File: config.mk
export PLATFORM = sky130hd
export DESIGN_NAME = dsw_host
export DESIGN_NICKNAME = d
export VERILOG_FILES = /design/src/design/dsw_fifo.v /design/src/design/dsw_host.v
export VERILOG_INCLUDE_DIRS = /design/src /design/src/design
export SDC_FILE = /design/constraint.sdc
export NUM_CORES = 1
export LEC_CHECK = 0
export ABC_AREA = 0
export BUFFER_PORTS_ARGS = -buffer_cell sky130_fd_sc_hd__buf_2
export CORE_MARGIN = 2
export CORE_UTILIZATION = 60
export DETAILED_ROUTE_END_ITERATION = 10
export PLACE_DENSITY = 0.8
export RECOVER_POWER = 25
export SLEW_MARGIN = 10
export SYNTH_ARGS = -nofsm -noshare
export SYNTH_HDL_FRONTEND = slang
export SYNTH_SLANG_ARGS = --single-unit
File: constraint.sdc
create_clock -name clk_sys -period 7.52 [get_ports clk_sys]
set_clock_uncertainty 0.2 [all_clocks]
set_input_delay 0 -clock clk_sys [delete_from_list [all_inputs] [get_ports clk_sys]]
set_output_delay 0 -clock clk_sys [all_outputs]
set_load 0.005 [all_outputs]
File: src/design/dsw_consts.vh
// constants for the dac serial write host controller
`ifndef DSW_CONSTS_VH
`define DSW_CONSTS_VH
`define DSW_WORD_BITS      19
`define DSW_CHAN_BITS      5
`define DSW_LEVEL_BITS     14
`define DSW_CHAN_MSB       18
`define DSW_LEVEL_MSB      13
`define DSW_PAD_BITS       24
`define DSW_BYTE_BITS      8
`define DSW_BYTES          3
`define DSW_SCLK_HALF      4
`define DSW_CLK_NS         10
`define DSW_GAP_NS         280
`define DSW_GAP_CYC        ((`DSW_GAP_NS + `DSW_CLK_NS - 1) / `DSW_CLK_NS)
`define DSW_FIFO_DEPTH     32
`define DSW_FIFO_AW        5
`endif

File: src/design/dsw_fifo.v
// parameterised synchronous fifo with valid/ready on both sides
`timescale 1ns/1ps
module dsw_fifo #(
  parameter WIDTH = 19,
  parameter DEPTH = 32,
  parameter AW    = 5
) (
  input  wire             clk_sys,  // system clock
  input  wire             rstn,     // async reset, active low
  input  wire [WIDTH-1:0] inData,   // write data
  input  wire             inValid,  // write request
  output wire             inReady,  // space available
  output wire [WIDTH-1:0] outData,  // head word
  output wire             outValid, // head valid
  input  wire             outReady  // head consumed
);
  reg [WIDTH-1:0] mem [0:DEPTH-1];
  reg [AW:0]      wrPtr_q;
  reg [AW:0]      rdPtr_q;
  wire            doWr;
  wire            doRd;

  // full when pointers differ only in wrap bit
  assign inReady  = (wrPtr_q ^ rdPtr_q) != {1'b1, {AW{1'b0}}};
  assign outValid = wrPtr_q != rdPtr_q;
  assign outData  = mem[rdPtr_q[AW-1:0]];
  assign doWr     = inValid & inReady;
  assign doRd     = outValid & outReady;

  // storage array
  always @(posedge clk_sys) begin
    if (doWr)
      mem[wrPtr_q[AW-1:0]] <= inData;
  end

  // pointers
  always @(posedge clk_sys or negedge rstn) begin
    if (!rstn) begin
      wrPtr_q <= {(AW+1){1'b0}};
      rdPtr_q <= {(AW+1){1'b0}};
    end else begin
      if (doWr)
        wrPtr_q <= wrPtr_q + 1'b1;
      if (doRd)
        rdPtr_q <= rdPtr_q + 1'b1;
    end
  end
endmodule

File: src/design/dsw_host.v
// host controller driving the dac three-wire serial write port
//
// Behaviour
// - the serial clock idles low between transfers.
// - the word goes out as three back-to-back bytes inside one frame.
// - each word is sent most significant bit first, channel bit 4 first.
// - the 19-bit word is left aligned in 24 bits, trailing bits padding.
// - frame sync goes low before any data bit is shifted.
// - frame sync returns high and goes low again between writes.
// - a shift clock synchronous to the data is always supplied.
// - data changes one cycle after the rising edge, so no clock inversion is needed.
// - bits leave msb first from the shifter, no reversal needed.
// - the device input is enabled only while frame sync is held low.
// - a word is a 5-bit channel select then a 14-bit level code.
// - at least 280 ns pass between the end of a write and the next start.
`timescale 1ns/1ps
`include "dsw_consts.vh"
module dsw_host (
  input  wire                        clk_sys,      // 100 mhz system clock
  input  wire                        rstn,         // async reset, active low
  input  wire [`DSW_CHAN_BITS-1:0]   channelSelect,// target channel
  input  wire [`DSW_LEVEL_BITS-1:0]  levelCode,    // level for channel
  input  wire                        reqValid,     // write request
  output wire                        reqReady,     // fifo has room
  output wire                        busy,         // frame or queue active
  output reg                         syncN,        // frame sync, active low
  output reg                         sclk,         // serial clock
  output reg                         dataOut       // serial data
);
  // frame sequencer states
  localparam ST_IDLE  = 2'd0;
  localparam ST_SHIFT = 2'd1;
  localparam ST_END   = 2'd2;
  localparam ST_GAP   = 2'd3;
  // counts as plain integers, then cut to the counter widths
  localparam integer GAP_I   = `DSW_GAP_CYC;
  localparam integer HALF_I  = `DSW_SCLK_HALF - 1;
  localparam integer LAST_I  = `DSW_PAD_BITS - 1;
  localparam [8:0]   GAP_CYC = GAP_I[8:0];
  localparam [2:0]   HALF    = HALF_I[2:0];
  localparam [4:0]   LAST    = LAST_I[4:0];

  // fifo head and sequencer state
  wire [`DSW_WORD_BITS-1:0] fifoData;
  wire                      fifoValid;
  reg                       fifoPop;
  reg  [1:0]                state_q;
  reg  [2:0]                divCnt_q;
  reg  [4:0]                bitCnt_q;
  reg  [8:0]                gapCnt_q;
  reg  [`DSW_PAD_BITS-1:0]  shift_q;

  // next values of the sequencer flops
  reg  [1:0]                state_d;
  reg  [2:0]                divCnt_d;
  reg  [4:0]                bitCnt_d;
  reg  [8:0]                gapCnt_d;
  reg  [`DSW_PAD_BITS-1:0]  shift_d;
  reg                       syncN_d;
  reg                       sclk_d;
  reg                       dataOut_d;

  // decoded sequencer conditions
  wire                      halfDone;
  wire                      lastFall;
  wire                      gapDone;
  wire                      launchBit;

  ////////////////////////////////////////////////////////////////////////
  // helpers
  // word packing: channel first, then level code
  function [`DSW_PAD_BITS-1:0] packWord;
    input [`DSW_WORD_BITS-1:0] w;
    begin
      packWord = {w, {(`DSW_PAD_BITS-`DSW_WORD_BITS){1'b0}}};
    end
  endfunction

  // bit that the shifter presents to the link next
  function topBit;
    input [`DSW_PAD_BITS-1:0] s;
    begin
      topBit = s[`DSW_PAD_BITS-1];
    end
  endfunction

  ////////////////////////////////////////////////////////////////////////
  // request queue
  dsw_fifo #(
    .WIDTH (`DSW_WORD_BITS),
    .DEPTH (`DSW_FIFO_DEPTH),
    .AW    (`DSW_FIFO_AW)
  ) uFifo (
    .clk_sys  (clk_sys),
    .rstn     (rstn),
    .inData   ({channelSelect, levelCode}),
    .inValid  (reqValid),
    .inReady  (reqReady),
    .outData  (fifoData),
    .outValid (fifoValid),
    .outReady (fifoPop)
  );

  // pop when a frame is launched
  always @* begin
    fifoPop = (state_q == ST_IDLE) & fifoValid;
  end

  // busy while a word waits or a frame or gap is running
  assign busy = (state_q != ST_IDLE) | fifoValid;

  ////////////////////////////////////////////////////////////////////////
  // sequencer conditions
  // one half period of the serial clock has elapsed
  assign halfDone  = (divCnt_q == HALF);
  // this fall is the 24th and last of the frame
  assign lastFall  = (bitCnt_q == LAST);
  // frame sync has stood high for the minimum gap
  assign gapDone   = (gapCnt_q == GAP_CYC - 9'd1);
  // one cycle after the rising edge: safe point to move data
  assign launchBit = sclk & (divCnt_q == 3'd0);

  ////////////////////////////////////////////////////////////////////////
  // frame sequencer and clock divider, next-state decode
  always @* begin
    state_d   = state_q;
    divCnt_d  = divCnt_q;
    bitCnt_d  = bitCnt_q;
    gapCnt_d  = gapCnt_q;
    shift_d   = shift_q;
    syncN_d   = syncN;
    sclk_d    = sclk;
    dataOut_d = dataOut;
    case (state_q)
      ST_IDLE: begin
        // clock parked low, launch as soon as a word waits
        sclk_d = 1'b0;
        if (fifoValid) begin
          shift_d   = packWord(fifoData);
          dataOut_d = topBit(packWord(fifoData));
          syncN_d   = 1'b0;
          divCnt_d  = 3'd0;
          bitCnt_d  = 5'd0;
          state_d   = ST_SHIFT;
        end
      end
      ST_SHIFT: begin
        // one bit per 2*(HALF+1) cycles, 24 bits continuous (3 bytes)
        if (halfDone) begin
          divCnt_d = 3'd0;
          if (!sclk) begin
            sclk_d = 1'b1;
          end else begin
            // device takes the top bit here; drop it afterwards
            sclk_d = 1'b0;
            if (lastFall) begin
              state_d = ST_END;
            end else begin
              bitCnt_d = bitCnt_q + 5'd1;
              shift_d  = {shift_q[`DSW_PAD_BITS-2:0], 1'b0};
            end
          end
        end else begin
          divCnt_d = divCnt_q + 3'd1;
          // the bit for the coming fall goes out after the rise
          if (launchBit)
            dataOut_d = topBit(shift_q);
        end
      end
      ST_END: begin
        // hold sync for one half period after the last fall
        if (halfDone) begin
          syncN_d  = 1'b1;
          gapCnt_d = 9'd0;
          state_d  = ST_GAP;
        end else begin
          divCnt_d = divCnt_q + 3'd1;
        end
      end
      ST_GAP: begin
        // sync high for the minimum gap before the next launch
        if (gapDone)
          state_d  = ST_IDLE;
        else
          gapCnt_d = gapCnt_q + 9'd1;
      end
      default: begin
        state_d = ST_IDLE;
        syncN_d = 1'b1;
        sclk_d  = 1'b0;
      end
    endcase
  end

  ////////////////////////////////////////////////////////////////////////
  // sequencer registers, link outputs straight from flops
  always @(posedge clk_sys or negedge rstn) begin
    if (!rstn) begin
      state_q  <= ST_IDLE;
      divCnt_q <= 3'd0;
      bitCnt_q <= 5'd0;
      gapCnt_q <= 9'd0;
      shift_q  <= {`DSW_PAD_BITS{1'b0}};
      syncN    <= 1'b1;
      sclk     <= 1'b0;
      dataOut  <= 1'b0;
    end else begin
      state_q  <= state_d;
      divCnt_q <= divCnt_d;
      bitCnt_q <= bitCnt_d;
      gapCnt_q <= gapCnt_d;
      shift_q  <= shift_d;
      syncN    <= syncN_d;
      sclk     <= sclk_d;
      dataOut  <= dataOut_d;
    end
  end
endmodule

# After elaboration in Yosys (flattened, before gate mapping)
# Memories as Yosys holds them, arrays and structs flattened.
# Index checks and enable logic that the tools add are counted.
# op_classes
eq_ne	19
bitwise	6
n_mux	36
n_addsub	5
n_reduce_logical	14
# ops
operator	n
24-bit two-way mux	4
24-bit case mux with 2 select lines	1
2-bit != test, second input constant	11
5-bit two-way mux	4
9-bit two-way mux	2
9-bit case mux with 2 select lines	1
6-bit by 1-bit adder with 6-bit output, second input constant	2
2-bit two-way mux	6
5-bit case mux with 2 select lines	1
9-bit by 1-bit adder with 9-bit output, second input constant	1
9-bit by 5-bit == test with 1-bit output, second input constant	1
1-bit two-way mux	9
3-bit two-way mux	3
3-bit case mux with 3 select lines	1
3-bit AND reduction	3
2-bit case mux with 4 select lines	1
2-bit nonzero test	4
6-bit != test	1
6-bit != test, second input constant	1
1-bit case mux with 2 select lines	3
6-bit AND reduction	1
6-bit bitwise XOR	1
5-bit by 1-bit adder with 5-bit output, second input constant	1
5-bit == test, second input constant	1
12 further kinds	16
# totals
regBits	58
input_bits	22
ramBits	608
n_memories	1
out_inout_bits	5
word_cells	91
# mem_list
name	depth	word_bits	rd	rd_clocked_by_memory_dff	write_ports	line_no	text
uFifo.mem	32	19	1	0	1	dsw_fifo.v:17	reg [WIDTH-1:0] mem [0:DEPTH-1];

# Longest topological paths before layout
# Gate-level depths: netlist of the first run.
# depth
depth_word	5
mapped_depth	9
ltp_nobuf	7

# By module
# Synthesis of the first run repeated with hierarchy kept, for this count alone.
# unflattened
cells_unflattened	1348
hier_area_um2	26206.4
# by_module_without_submodules
mod	instances	area_per_inst_um2	cells_per_inst	seq_area_each_um2
dsw_fifo	1	23904.2	1110	18557.8
dsw_host	1	2302.2	238	1027.2

# Least setup slack after synthesis of the first run
# OpenSTA, ideal clock, no wires.
# synth_path
path_kind	register to register
startpoint	register uFifo.rdPtr_q[1]
endpoint	memory uFifo.mem[31][0] (enable)
required_ns	6.925
path_stages_with_launch	7
n_path_buf	1
period_less_slack_ns	2.918
setup_time_ns	0.395
path_slack_ns	4.602
t_arrival_ns	2.324
cell_sequence	dfrtp_1 > buf_2 > xor2_1 > nor2_1 > a31oi_2 > nand2_1 > nor2_1
# synth_via
elab_chain_cells	5
# synth_lines
item	line_no	text
from (decl)	dsw_fifo.v:19	reg [AW:0] rdPtr_q;
from (signal assigned)	dsw_fifo.v:40	rdPtr_q <= {(AW+1){1'b0}};
from (signal assigned)	dsw_fifo.v:45	rdPtr_q <= rdPtr_q + 1'b1;
6-bit bitwise XOR	dsw_fifo.v:24	assign inReady = (wrPtr_q ^ rdPtr_q) != {1'b1, {AW{1'b0}}};
6-bit != test	dsw_fifo.v:24	
1-bit bitwise AND	dsw_fifo.v:27	assign doWr = inValid & inReady;
1-bit two-way mux	dsw_fifo.v:32	if (doWr)
1-bit two-way mux (not written as such)	dsw_fifo.v:33	mem[wrPtr_q[AW-1:0]] <= inData;
to (decl)	dsw_fifo.v:17	
# No other way between the ends.

# Worst setup path in the final report of the first run
# layout_path
startpoint	register uFifo.rdPtr_q[0]
endpoint	memory uFifo.mem[15][0] (enable)
# Same word-level chain as after synthesis.

==> results of run 1 <==
power breakdown:
part	leakage, nW	internal, W	total (W)	switching (W)
logic	2.33	0.00124	0.00315	0.00190
registers	6.13	0.00437	0.00470	0.000331
clock network	1.03	0.00186	0.00324	0.00138
repair_timing:
action | in CTS | in global routing
resized for setup | 0 | 0
endpoints found under the hold margin | 666 | 0
hold buffers | 22 | 0
metrics by stage:
stage / setup WS [ns] / utilization (%) / std cells / cell area, um2
CTS: 3.416 / 67.88 / 2084 / 29170
finish: 3.329 / 67.86 / 2085 / 29170
global route: 3.166 / 67.86 / 2084 / 29170
detailed placement: 3.414 / 62.43 / 1942 / 26830
floorplan: 4.602 / - / 1397 / 26120
global placement: 3.497 / 62.43 / 1942 / 26830
sequential cells by signal, indices dropped and copies added (netlist names):
signal / flops
gapCnt_q: 9
bitCnt_q: 5
dataOut: 1
state_q: 2
sclk: 1
uFifo.rdPtr_q: 6
uFifo.mem: 608
uFifo.wrPtr_q: 6
divCnt_q: 3
shift_q: 19
syncN: 1
routing by layer:
layer	part of all wire (%)	global-route usage (%)
met5	0	0
met4	3.3	9.549
met3	9.6	6.692
met2	49	45.47
met1	38	38.48
path summary, 6_finish.rpt:
| path | start | endpoint | slack [ns] |
|---|---|---|---|
| min | reqValid | uFifo.wrPtr_q[0]$_DFFE_PN0P_ | 0.25 |
| max in group asynchronous | rstn | uFifo.rdPtr_q[2]$_DFFE_PN0P_ | 6.12 |
| max | uFifo.rdPtr_q[0]$_DFFE_PN0P_ | uFifo.mem[15][0]$_DFFE_PP_ | 3.33 |
| max reg2reg | uFifo.rdPtr_q[0]$_DFFE_PN0P_ | uFifo.mem[15][0]$_DFFE_PP_ | 3.33 |
| min in group asynchronous | rstn | divCnt_q[1]$_DFFE_PN0P_ | 0.44 |
| min reg2reg | uFifo.rdPtr_q[5]$_DFFE_PN0P_ | uFifo.rdPtr_q[5]$_DFFE_PN0P_ | 0.31 |
cells in the mapped netlist, types with 10 or more instances:
| cell | instances | share of area [%] |
|---|---|---|
| edfxtp_1 | 608 | 70 |
| mux4_2 | 98 | 8.4 |
| mux2i_1 | 66 | 2.5 |
| nor2_1 | 64 | 0.92 |
| nand2_1 | 60 | 0.86 |
| dfrtp_1 | 52 | 5.0 |
| mux2_2 | 36 | 1.6 |
| clkbuf_1 | 35 | 0.50 |
| a31oi_1 | 28 | 0.67 |
| a22oi_1 | 27 | 0.78 |
| o22ai_1 | 27 | 0.65 |
| buf_2 | 22 | 0.42 |
| nor2b_1 | 21 | 0.50 |
| o21ai_0 | 21 | 0.40 |
| inv_1 | 20 | 0.29 |
| a211oi_1 | 19 | 0.55 |
| ha_1 | 17 | 0.81 |
| o221a_2 | 16 | 0.69 |
| a21oi_1 | 13 | 0.25 |
| buf_1 | 12 | 0.17 |
| nand3_1 | 11 | 0.21 |
| xor2_1 | 11 | 0.37 |
| nand4_1 | 10 | 0.24 |
| nor3_1 | 10 | 0.19 |
worst register-to-register path, cell delays in order (launching register included):
cell and delay, ns:
dfrtp_4 1.00, xor2_1 0.26, nor3_1 0.17, a31oi_2 0.52
nand2_1 0.58, nor2_2 1.07
logic make-up after synthesis:
group           share of synthesized area [%]
flops                                   74.97
buf+inv                                 1.672
fa+ha+maj                              0.8142
simple gates                            3.731
xor+xnor                               0.6705
compound gates                          5.556
mux                                     12.59
layout make-up:
cell class                 instances  area [um2]  area share, %
inverter                          20       75.07         0.2574
antenna                            1       2.502       0.008579
clock inverter                    32       302.8          1.038
multi-input combinational        637        6206          21.28
timing repair buffer              61       434.2          1.489
sequential                       661       19600          67.18
tap                              585       732.0          2.509
clock buffer                      88        1819          6.237
==> run summary, run 1 <==
vias in the first global route: 13.80k
minimum clock period: 4.191 ns
Yosys cell types: 56
Slew headroom: -31.55%
Total GRT Usage: 28.20%
max incr delay on CP: 1.06 ns
CP endpoint kind: flop
filler instances: 2697
mapped cell area: 26120 um2
final worst path period share: 55.73%
initial antenna violation count: 1
sequential-to-total area share from yosys stat: 74.97%
Final Setup Violations: 0
Reg2Reg Depth: 5
total negative slack: 0 ns
WL/cell: 29.52 um
Fin Hold WS: 0.2478 ns
RSZ-0062 raised after global routing: no
Crit. path cell count: 5
Worst EP required: 7.51 ns
max-cap check violation count: 11
largest net degree at the start of global routing: 77
initial core utilization: 60.78%
Hold Path Cell Cnt: 5
status: finished, violations left
Fin. Hold Viols: 0
Post-Synthesis Cells: 1397
most common cell after layout, fill and taps aside: edfxtp_1
Critical Path Source Type: flop
buffers added on ports: 26
global-route wire length before repair: 90.04 mm
P&R area growth vs syn: 11.65%
net count after synthesis: 1436
Post-synth ARST share: 8.018%
antenna-violating nets left: 0
core area: 42980 um2
layout cells sized above 1: 21.35%
Min-Delay Path Class: input port to flop
Static Leakage: 9.488 nW
Most used DFF post-synth: edfxtp_1
Pwr Total: 0.01108 W
total grt overflow: 0
worst-skew pair later-pin latency: 0.59 ns
Critical path buffers and inverters: 0
Final Max Tran Viols: 363
Max clock buf depth: 3
postcts setup bufs: 0
Ports: 27
Synthesis Warnings: 0
via count: 13.84k
Routability Congestion: 0.9635
# nets final: 1487
Yosys reg bits: 661
Die Width: 212.7 um
Detailed Route Iter0 Violations: 1839
Post-Route WL: 61.54 mm
violated checks: max-capacitance violations, max-slew violations
Reg clk slew, reported paths: 0.06 ns
cell family with most CP delay: simple AND/OR/NAND/NOR gates
Core Rows: 76
# DRC: 0
root buf cell: clkbuf_16
CP max FO: 56
CTS tree: built
drt first pass iters: 5
largest vdd supply drop: 0.2221 mV
height of the chip: 212.7 um
clock sink count: 661
Slowest cell on crit path: nor2_2
CTS HTree Levels: 3
commonest non-fill, non-tap cells in the layout: edfxtp_1, mux4_2, clkbuf_16
die area: 45220 um2
Post-synth EDFFs: 608
cells along the critical path: xor2_1 > nor3_1 > a31oi_2 > nand2_1 > nor2_2
WP data arrival: 4.18 ns
Worst-Margin Slew: 1.973 ns
routed vias/inst: 6.639
DP Wirelength: 34.88 mm
Num CTS Buffers: 67
Mapped Avg Cell Area: 18.70 um2
fmax: 0.2386 GHz
critical path type: flop to flop
pwr/cell area: 379.9 nW/um2
Power figures use the tool's default switching activity.
==> inputs of run 2 (changes only) <==
==> constraint.sdc (replaced) <==
create_clock -name clk_sys -period 4.1 [get_ports clk_sys]
set_clock_uncertainty 0.2 [all_clocks]
set_input_delay 0 -clock clk_sys [delete_from_list [all_inputs] [get_ports clk_sys]]
set_output_delay 0 -clock clk_sys [all_outputs]
set_load 0.005 [all_outputs]
==> run 2 against run 1 <==
The run still ends with max-capacitance violations, max-slew violations left. Core utilization grew 0.20 points. Flip-flop and latch count is the same. Sequential share of layout area shrank 0.19 points. Critical path depth grew 2. Cell count grew 2.0%. Clock power grew 62%. Critical endpoint is now shift_q[15]$_DFFE_PN0P_. Largest cell class unchanged. Largest power group unchanged.
==> run summary, run 2 (synthesized netlist as in run 1, its figures left out) <==
status: finished, violations left
violated checks: max-capacitance violations, max-slew violations
layout cells sized above 1: 22.70%
Detailed Route Iter0 Violations: 2239
Core Rows: 76
CTS HTree Levels: 2
# diodes: 0
total grt overflow: 0
CTS tree: built
Reg2Reg Depth: 7
root buf cell: clkbuf_16
DP Wirelength: 34.09 mm
total negative slack: 0 ns
height of the chip: 212.7 um
final worst path period share: 89.33%
met2 GRT Util: 41.75%
WL/cell: 28.14 um
Post-Route WL: 59.85 mm
Static Leakage: 9.600 nW
filler instances: 2680
vias in the first global route: 13.83k
max-cap check violation count: 16
drt first pass iters: 6
cell family with most CP delay: compound AO/OA/AOI/OAI gates
via count: 14.01k
fmax: 0.2730 GHz
# nets final: 1530
Slowest cell on crit path: o311ai_0
Min-Delay Path Class: input port to flop
Worst-Margin Slew: 1.902 ns
initial antenna violation count: 1
GRT busiest layer: met2
CP endpoint kind: flop
CP max FO: 36
Slew headroom: -26.80%
largest vdd supply drop: 0.4537 mV
Die Width: 212.7 um
Final Max Tran Viols: 522
initial core utilization: 60.78%
Worst path most repeated cell: buf_4
Crit. path cell count: 7
antenna-violating nets left: 0
max FFs per register: 608
critical path type: flop to flop
pwr/cell area: 674.5 nW/um2
WP data arrival: 4.02 ns
P&R area growth vs syn: 11.97%
# DRC: 0
Total GRT Usage: 27.32%
buffers added on ports: 26
clock sink count: 661
minimum clock period: 3.663 ns
Hold Path Cell Cnt: 5
postcts setup bufs: 0
Layout Utilization: 68.06%
most common cell after layout, fill and taps aside: edfxtp_1
commonest non-fill, non-tap cells in the layout: edfxtp_1, mux4_2, mux2i_1
Fin. Hold Viols: 0
GR Layer Usage met3: 5.368%
Critical path buffers and inverters: 2
Critical Path Source Type: flop
Worst EP required: 4.46 ns
Routability Congestion: 0.8820
met1 usage: 40.23%
max incr delay on CP: 1.07 ns
die area: 45220 um2
largest net degree at the start of global routing: 60
routed vias/inst: 6.586
worst-skew pair later-pin latency: 0.64 ns
cells along the critical path: buf_4 > nand2b_1 > buf_4 > o22ai_1 > o311ai_0 > a22oi_1 > a21oi_1
Reg clk slew, reported paths: 0.07 ns
global-route wire length before repair: 88.94 mm
core area: 42980 um2
Ports: 27
RSZ-0062 raised after global routing: no
Num CTS Buffers: 61
Max clock buf depth: 3
Final Setup Violations: 0
## run 2: cell count changes in the layout (fill, tap and decap cells not counted), sizes merged
cell      previous run  this run
inv                 24        23
diode                1         0
buf                 28        71
clkbuf              99        92
bufinv               4         2
clkinv              20        31
clkinvlp             4         3
## run 2: stage by stage
step	instances	cell area, um2	power (W)	setup slack (ns)	hold WS (ns)
after floorplan	1397	26120	0.01247	1.182	-0.4956
after global placement	1990	27220	0.01428	0.7058	-0.1426
after detailed placement	1990	27220	0.01444	0.6380	-0.1307
after CTS	2127	29290	0.01970	0.5314	0.1709
after global routing	2127	29250	0.02043	0.4203	0.2409
final	2127	29250	0.01973	0.4373	0.1787
## run 2: timing repair
item / in CTS / in global routing
hold buffers: 23 / 0
hold endpoints to repair: 666 / 0
resized for setup: 0 / 0
## run 2: power breakdown
| group | internal [W] | switching [W] |
|---|---|---|
| combinational | 0.00241 | 0.00366 |
| clock | 0.00286 | 0.00240 |
| sequential | 0.00800 | 0.000401 |
## run 2: layout make-up
type / instances / area [um2] / area share (%)
clock inverters: 39 / 251.5 / 0.8597
repair buffers: 110 / 817.0 / 2.793
well taps: 585 / 732.0 / 2.502
clock buffers: 75 / 1579 / 5.398
multi-input cells: 637 / 6201 / 21.20
inverters: 20 / 75.07 / 0.2566
flip-flops and latches: 661 / 19600 / 66.99
## run 2: worst register-to-register path: cells and delay by family, from the launching register on
family / cells / cell delay [ns]
AOI/OAI and AO/OA: 4 / 1.67
DFF: 1 / 0.58
buffers and inverters: 2 / 0.85
and+or+nand+nor: 1 / 0.28
## run 2: worst paths after layout
path,from,end,slack [ns]
hold reg to reg,uFifo.wrPtr_q[5]$_DFFE_PN0P_,uFifo.wrPtr_q[5]$_DFFE_PN0P_,0.30
setup reg to reg,uFifo.rdPtr_q[1]$_DFFE_PN0P_,shift_q[15]$_DFFE_PN0P_,0.44
max in group asynchronous,rstn,uFifo.rdPtr_q[0]$_DFFE_PN0P_,1.73
setup / recovery,uFifo.rdPtr_q[1]$_DFFE_PN0P_,shift_q[15]$_DFFE_PN0P_,0.44
hold / removal,reqValid,uFifo.wrPtr_q[0]$_DFFE_PN0P_,0.18
min in group asynchronous,rstn,syncN$_DFFE_PN1P_,0.31
## run 2: per-layer routing
metal	share of wire (%)	up-vias
met5	0	-
met4	3.0	0
met3	11	109
met2	47	910
met1	39	7129
li1	-	5860
==> inputs of run 3 (changes only) <==
--- a/config.mk
+++ b/config.mk
@@ -16,4 +16,5 @@
 export SLEW_MARGIN = 10
 export SYNTH_ARGS = -nofsm -noshare
 export SYNTH_HDL_FRONTEND = slang
+export SYNTH_HIERARCHICAL = 1
 export SYNTH_SLANG_ARGS = --single-unit
==> run 3 against run 2 <==
The run still ends with max-capacitance violations, max-slew violations left. Area after synthesis is 0.32% higher. Register-to-register slack better by 0.41 ns. Synthesized cell count is 3.5% lower. Combinational power is 86% lower. Via count is 2.8% lower. Worst setup slack better by 0.41 ns. Non-clock buffer count is 11 lower. First-iteration DRC count is 28% lower. Clock-buffer cell count is 7 higher. Critical path type unchanged.
==> run summary, run 3 <==
Fin. Hold Viols: 0
top-area cell type share of the netlist area: 69.67%
Synth top cells by count: edfxtp_1, mux4_2, mux2i_1
biggest area consumer among synthesized cells: edfxtp_1
die area: 45360 um2
Post-Synthesis Cells: 1348
Critical Path Source Type: flop
# diodes: 0
net count after synthesis: 1386
Ports: 27
# nets final: 1474
root buf cell: clkbuf_16
buffers added on ports: 26
Mapped Avg Cell Area: 19.44 um2
Synthesis Warnings: 6
mapped cell area: 26210 um2
Static Leakage: 10.12 nW
WL/cell: 27.98 um
height of the chip: 213.0 um
DP Wirelength: 33.40 mm
Critical path buffers and inverters: 1
CTS tree: built
Worst path most repeated cell: a21oi_1
Routability Congestion: 0.8526
total grt overflow: 0
largest vdd supply drop: 0.3770 mV
Reg clk slew, reported paths: 0.06 ns
total negative slack: 0 ns
layout cells sized above 1: 22.03%
status: finished, violations left
worst-skew pair later-pin latency: 0.63 ns
cells along the critical path: buf_12 > mux4_2 > a22o_1 > a2111oi_2 > a21oi_1 > mux2i_1 > a21oi_1
Worst-Margin Slew: 1.584 ns
vias in the first global route: 13.70k
count leader, synth: edfxtp_1
cell family with most CP delay: compound AO/OA/AOI/OAI gates
Post-synth ARST share: 8.018%
Max clock buf depth: 3
via count: 13.61k
Min-Delay Path Class: input port to flop
dpl cell area: 27150 um2
max FFs per register: 608
max-cap check violation count: 6
Num CTS Buffers: 61
minimum clock period: 3.250 ns
CTS HTree Levels: 2
RSZ-0062 raised after global routing: no
critical path type: flop to flop
clock sink count: 661
initial antenna violation count: 0
top cells by area, synth: edfxtp_1, mux4_2, dfrtp_1, mux2i_1, a21oi_1
WP data arrival: 3.53 ns
most common cell after layout, fill and taps aside: edfxtp_1
final worst path period share: 79.26%
antenna-violating nets left: 0
initial core utilization: 60.84%
commonest non-fill, non-tap cells in the layout: edfxtp_1, mux4_2, mux2i_1
Most used DFF post-synth: edfxtp_1
# DRC: 0
sequential-to-total area share from yosys stat: 74.73%
Layout Utilization: 68.22%
P&R area growth vs syn: 12.13%
CP max FO: 57
Yosys reg bits: 661
max incr delay on CP: 0.76 ns
Slew headroom: -5.590%
violated checks: max-capacitance violations, max-slew violations
pwr/cell area: 494.1 nW/um2
Post-Route WL: 58.04 mm
Detailed Route Iter0 Violations: 1601
drt first pass iters: 5
routed vias/inst: 6.562
Post-synth EDFFs: 608
Die Width: 213.0 um
largest net degree at the start of global routing: 75
final instance area: 29390 um2
Fin Hold WS: 0.2753 ns
global-route wire length before repair: 86.80 mm
fmax: 0.3077 GHz
Total GRT Usage: 26.59%
Worst EP required: 4.38 ns
Yosys cell types: 66
Final Max Tran Viols: 176
Final Setup Violations: 0
Pwr Total: 0.01452 W
CP endpoint kind: flop
core area: 43080 um2
Slowest cell on crit path: dfrtp_4
Core Rows: 76
-- run 3: per-layer routing --
layer / vias up / global-route usage (%) / share of wire [%]
li1: 5683 / - / -
met1: 7121 / 36.93 / 39
met2: 689 / 42.94 / 49
met3: 116 / 4.942 / 8.6
met4: 0 / 9.573 / 3.3
met5: - / 0 / 0
-- run 3: through the flow --
stage,std cells,setup WS (ns)
global placement,1935,0.9243
floorplan,1348,1.281
finish,2074,0.8505
CTS,2074,0.8222
global route,2074,0.6125
detailed placement,1935,0.9025
-- run 3: timing repair --
item,CTS,global route
gates resized for setup,0,0
endpoints found under the hold margin,667,0
hold buffers,23,0
setup buffers,0,0
endpoints found under the setup margin,0,0
-- run 3: worst register-to-register path: cells and delay by family, from the launching register on --
family | cells | cell delay [ns]
buffers and inverters | 1 | 0.41
muxes | 2 | 0.83
DFF | 1 | 0.76
AOI/OAI and AO/OA | 4 | 0.90
-- run 3: area by class of cell --
class	count	area, um2
Timing Repair Buffer	99	737.0
Clock inverter	34	370.4
Fill cell	2616	13690
Clock buffer	82	1657
Multi-Input combinational cell	594	6223
Tap cell	585	732.0
Sequential cell	661	19600
Inverter	19	71.32
-- run 3: final timing paths --
| kind | start | slack (ns) | cells after the start | end |
|---|---|---|---|---|
| max | uFifo/rdPtr_q[0]$_DFFE_PN0P_ | 0.85 | 7 | shift_q[20]$_DFFE_PN0P_ |
| min | levelCode[12] | 0.28 | 2 | uFifo/mem[2][12]$_DFFE_PP_ |
| max reg2reg | uFifo/rdPtr_q[0]$_DFFE_PN0P_ | 0.85 | 7 | shift_q[20]$_DFFE_PN0P_ |
| min reg2reg | uFifo/rdPtr_q[5]$_DFFE_PN0P_ | 0.29 | 1 | uFifo/rdPtr_q[5]$_DFFE_PN0P_ |
| max in group asynchronous | rstn | 1.69 | 4 | uFifo/rdPtr_q[1]$_DFFE_PN0P_ |
| min in group asynchronous | rstn | 0.41 | 3 | syncN$_DFFE_PN1P_ |
-- run 3: report_power, final --
part | total, W | internal, W | switching, W
Sequential | 0.00795 | 0.00780 | 0.000157
Combinational | 0.000877 | 0.000261 | 0.000616
Clock | 0.00569 | 0.00328 | 0.00241
-- run 3: kinds of logic (layout without fill, tap and decap cells) --
kind of cell	Yosys count	count (layout)	share of synthesized area (%)
compound gates	191	191	5.352
xor+xnor	17	17	0.5681
fa+ha+maj	16	16	0.7639
buf+inv	93	234	1.919
flops	661	661	74.73
mux	219	219	13.85
simple gates	151	151	2.817
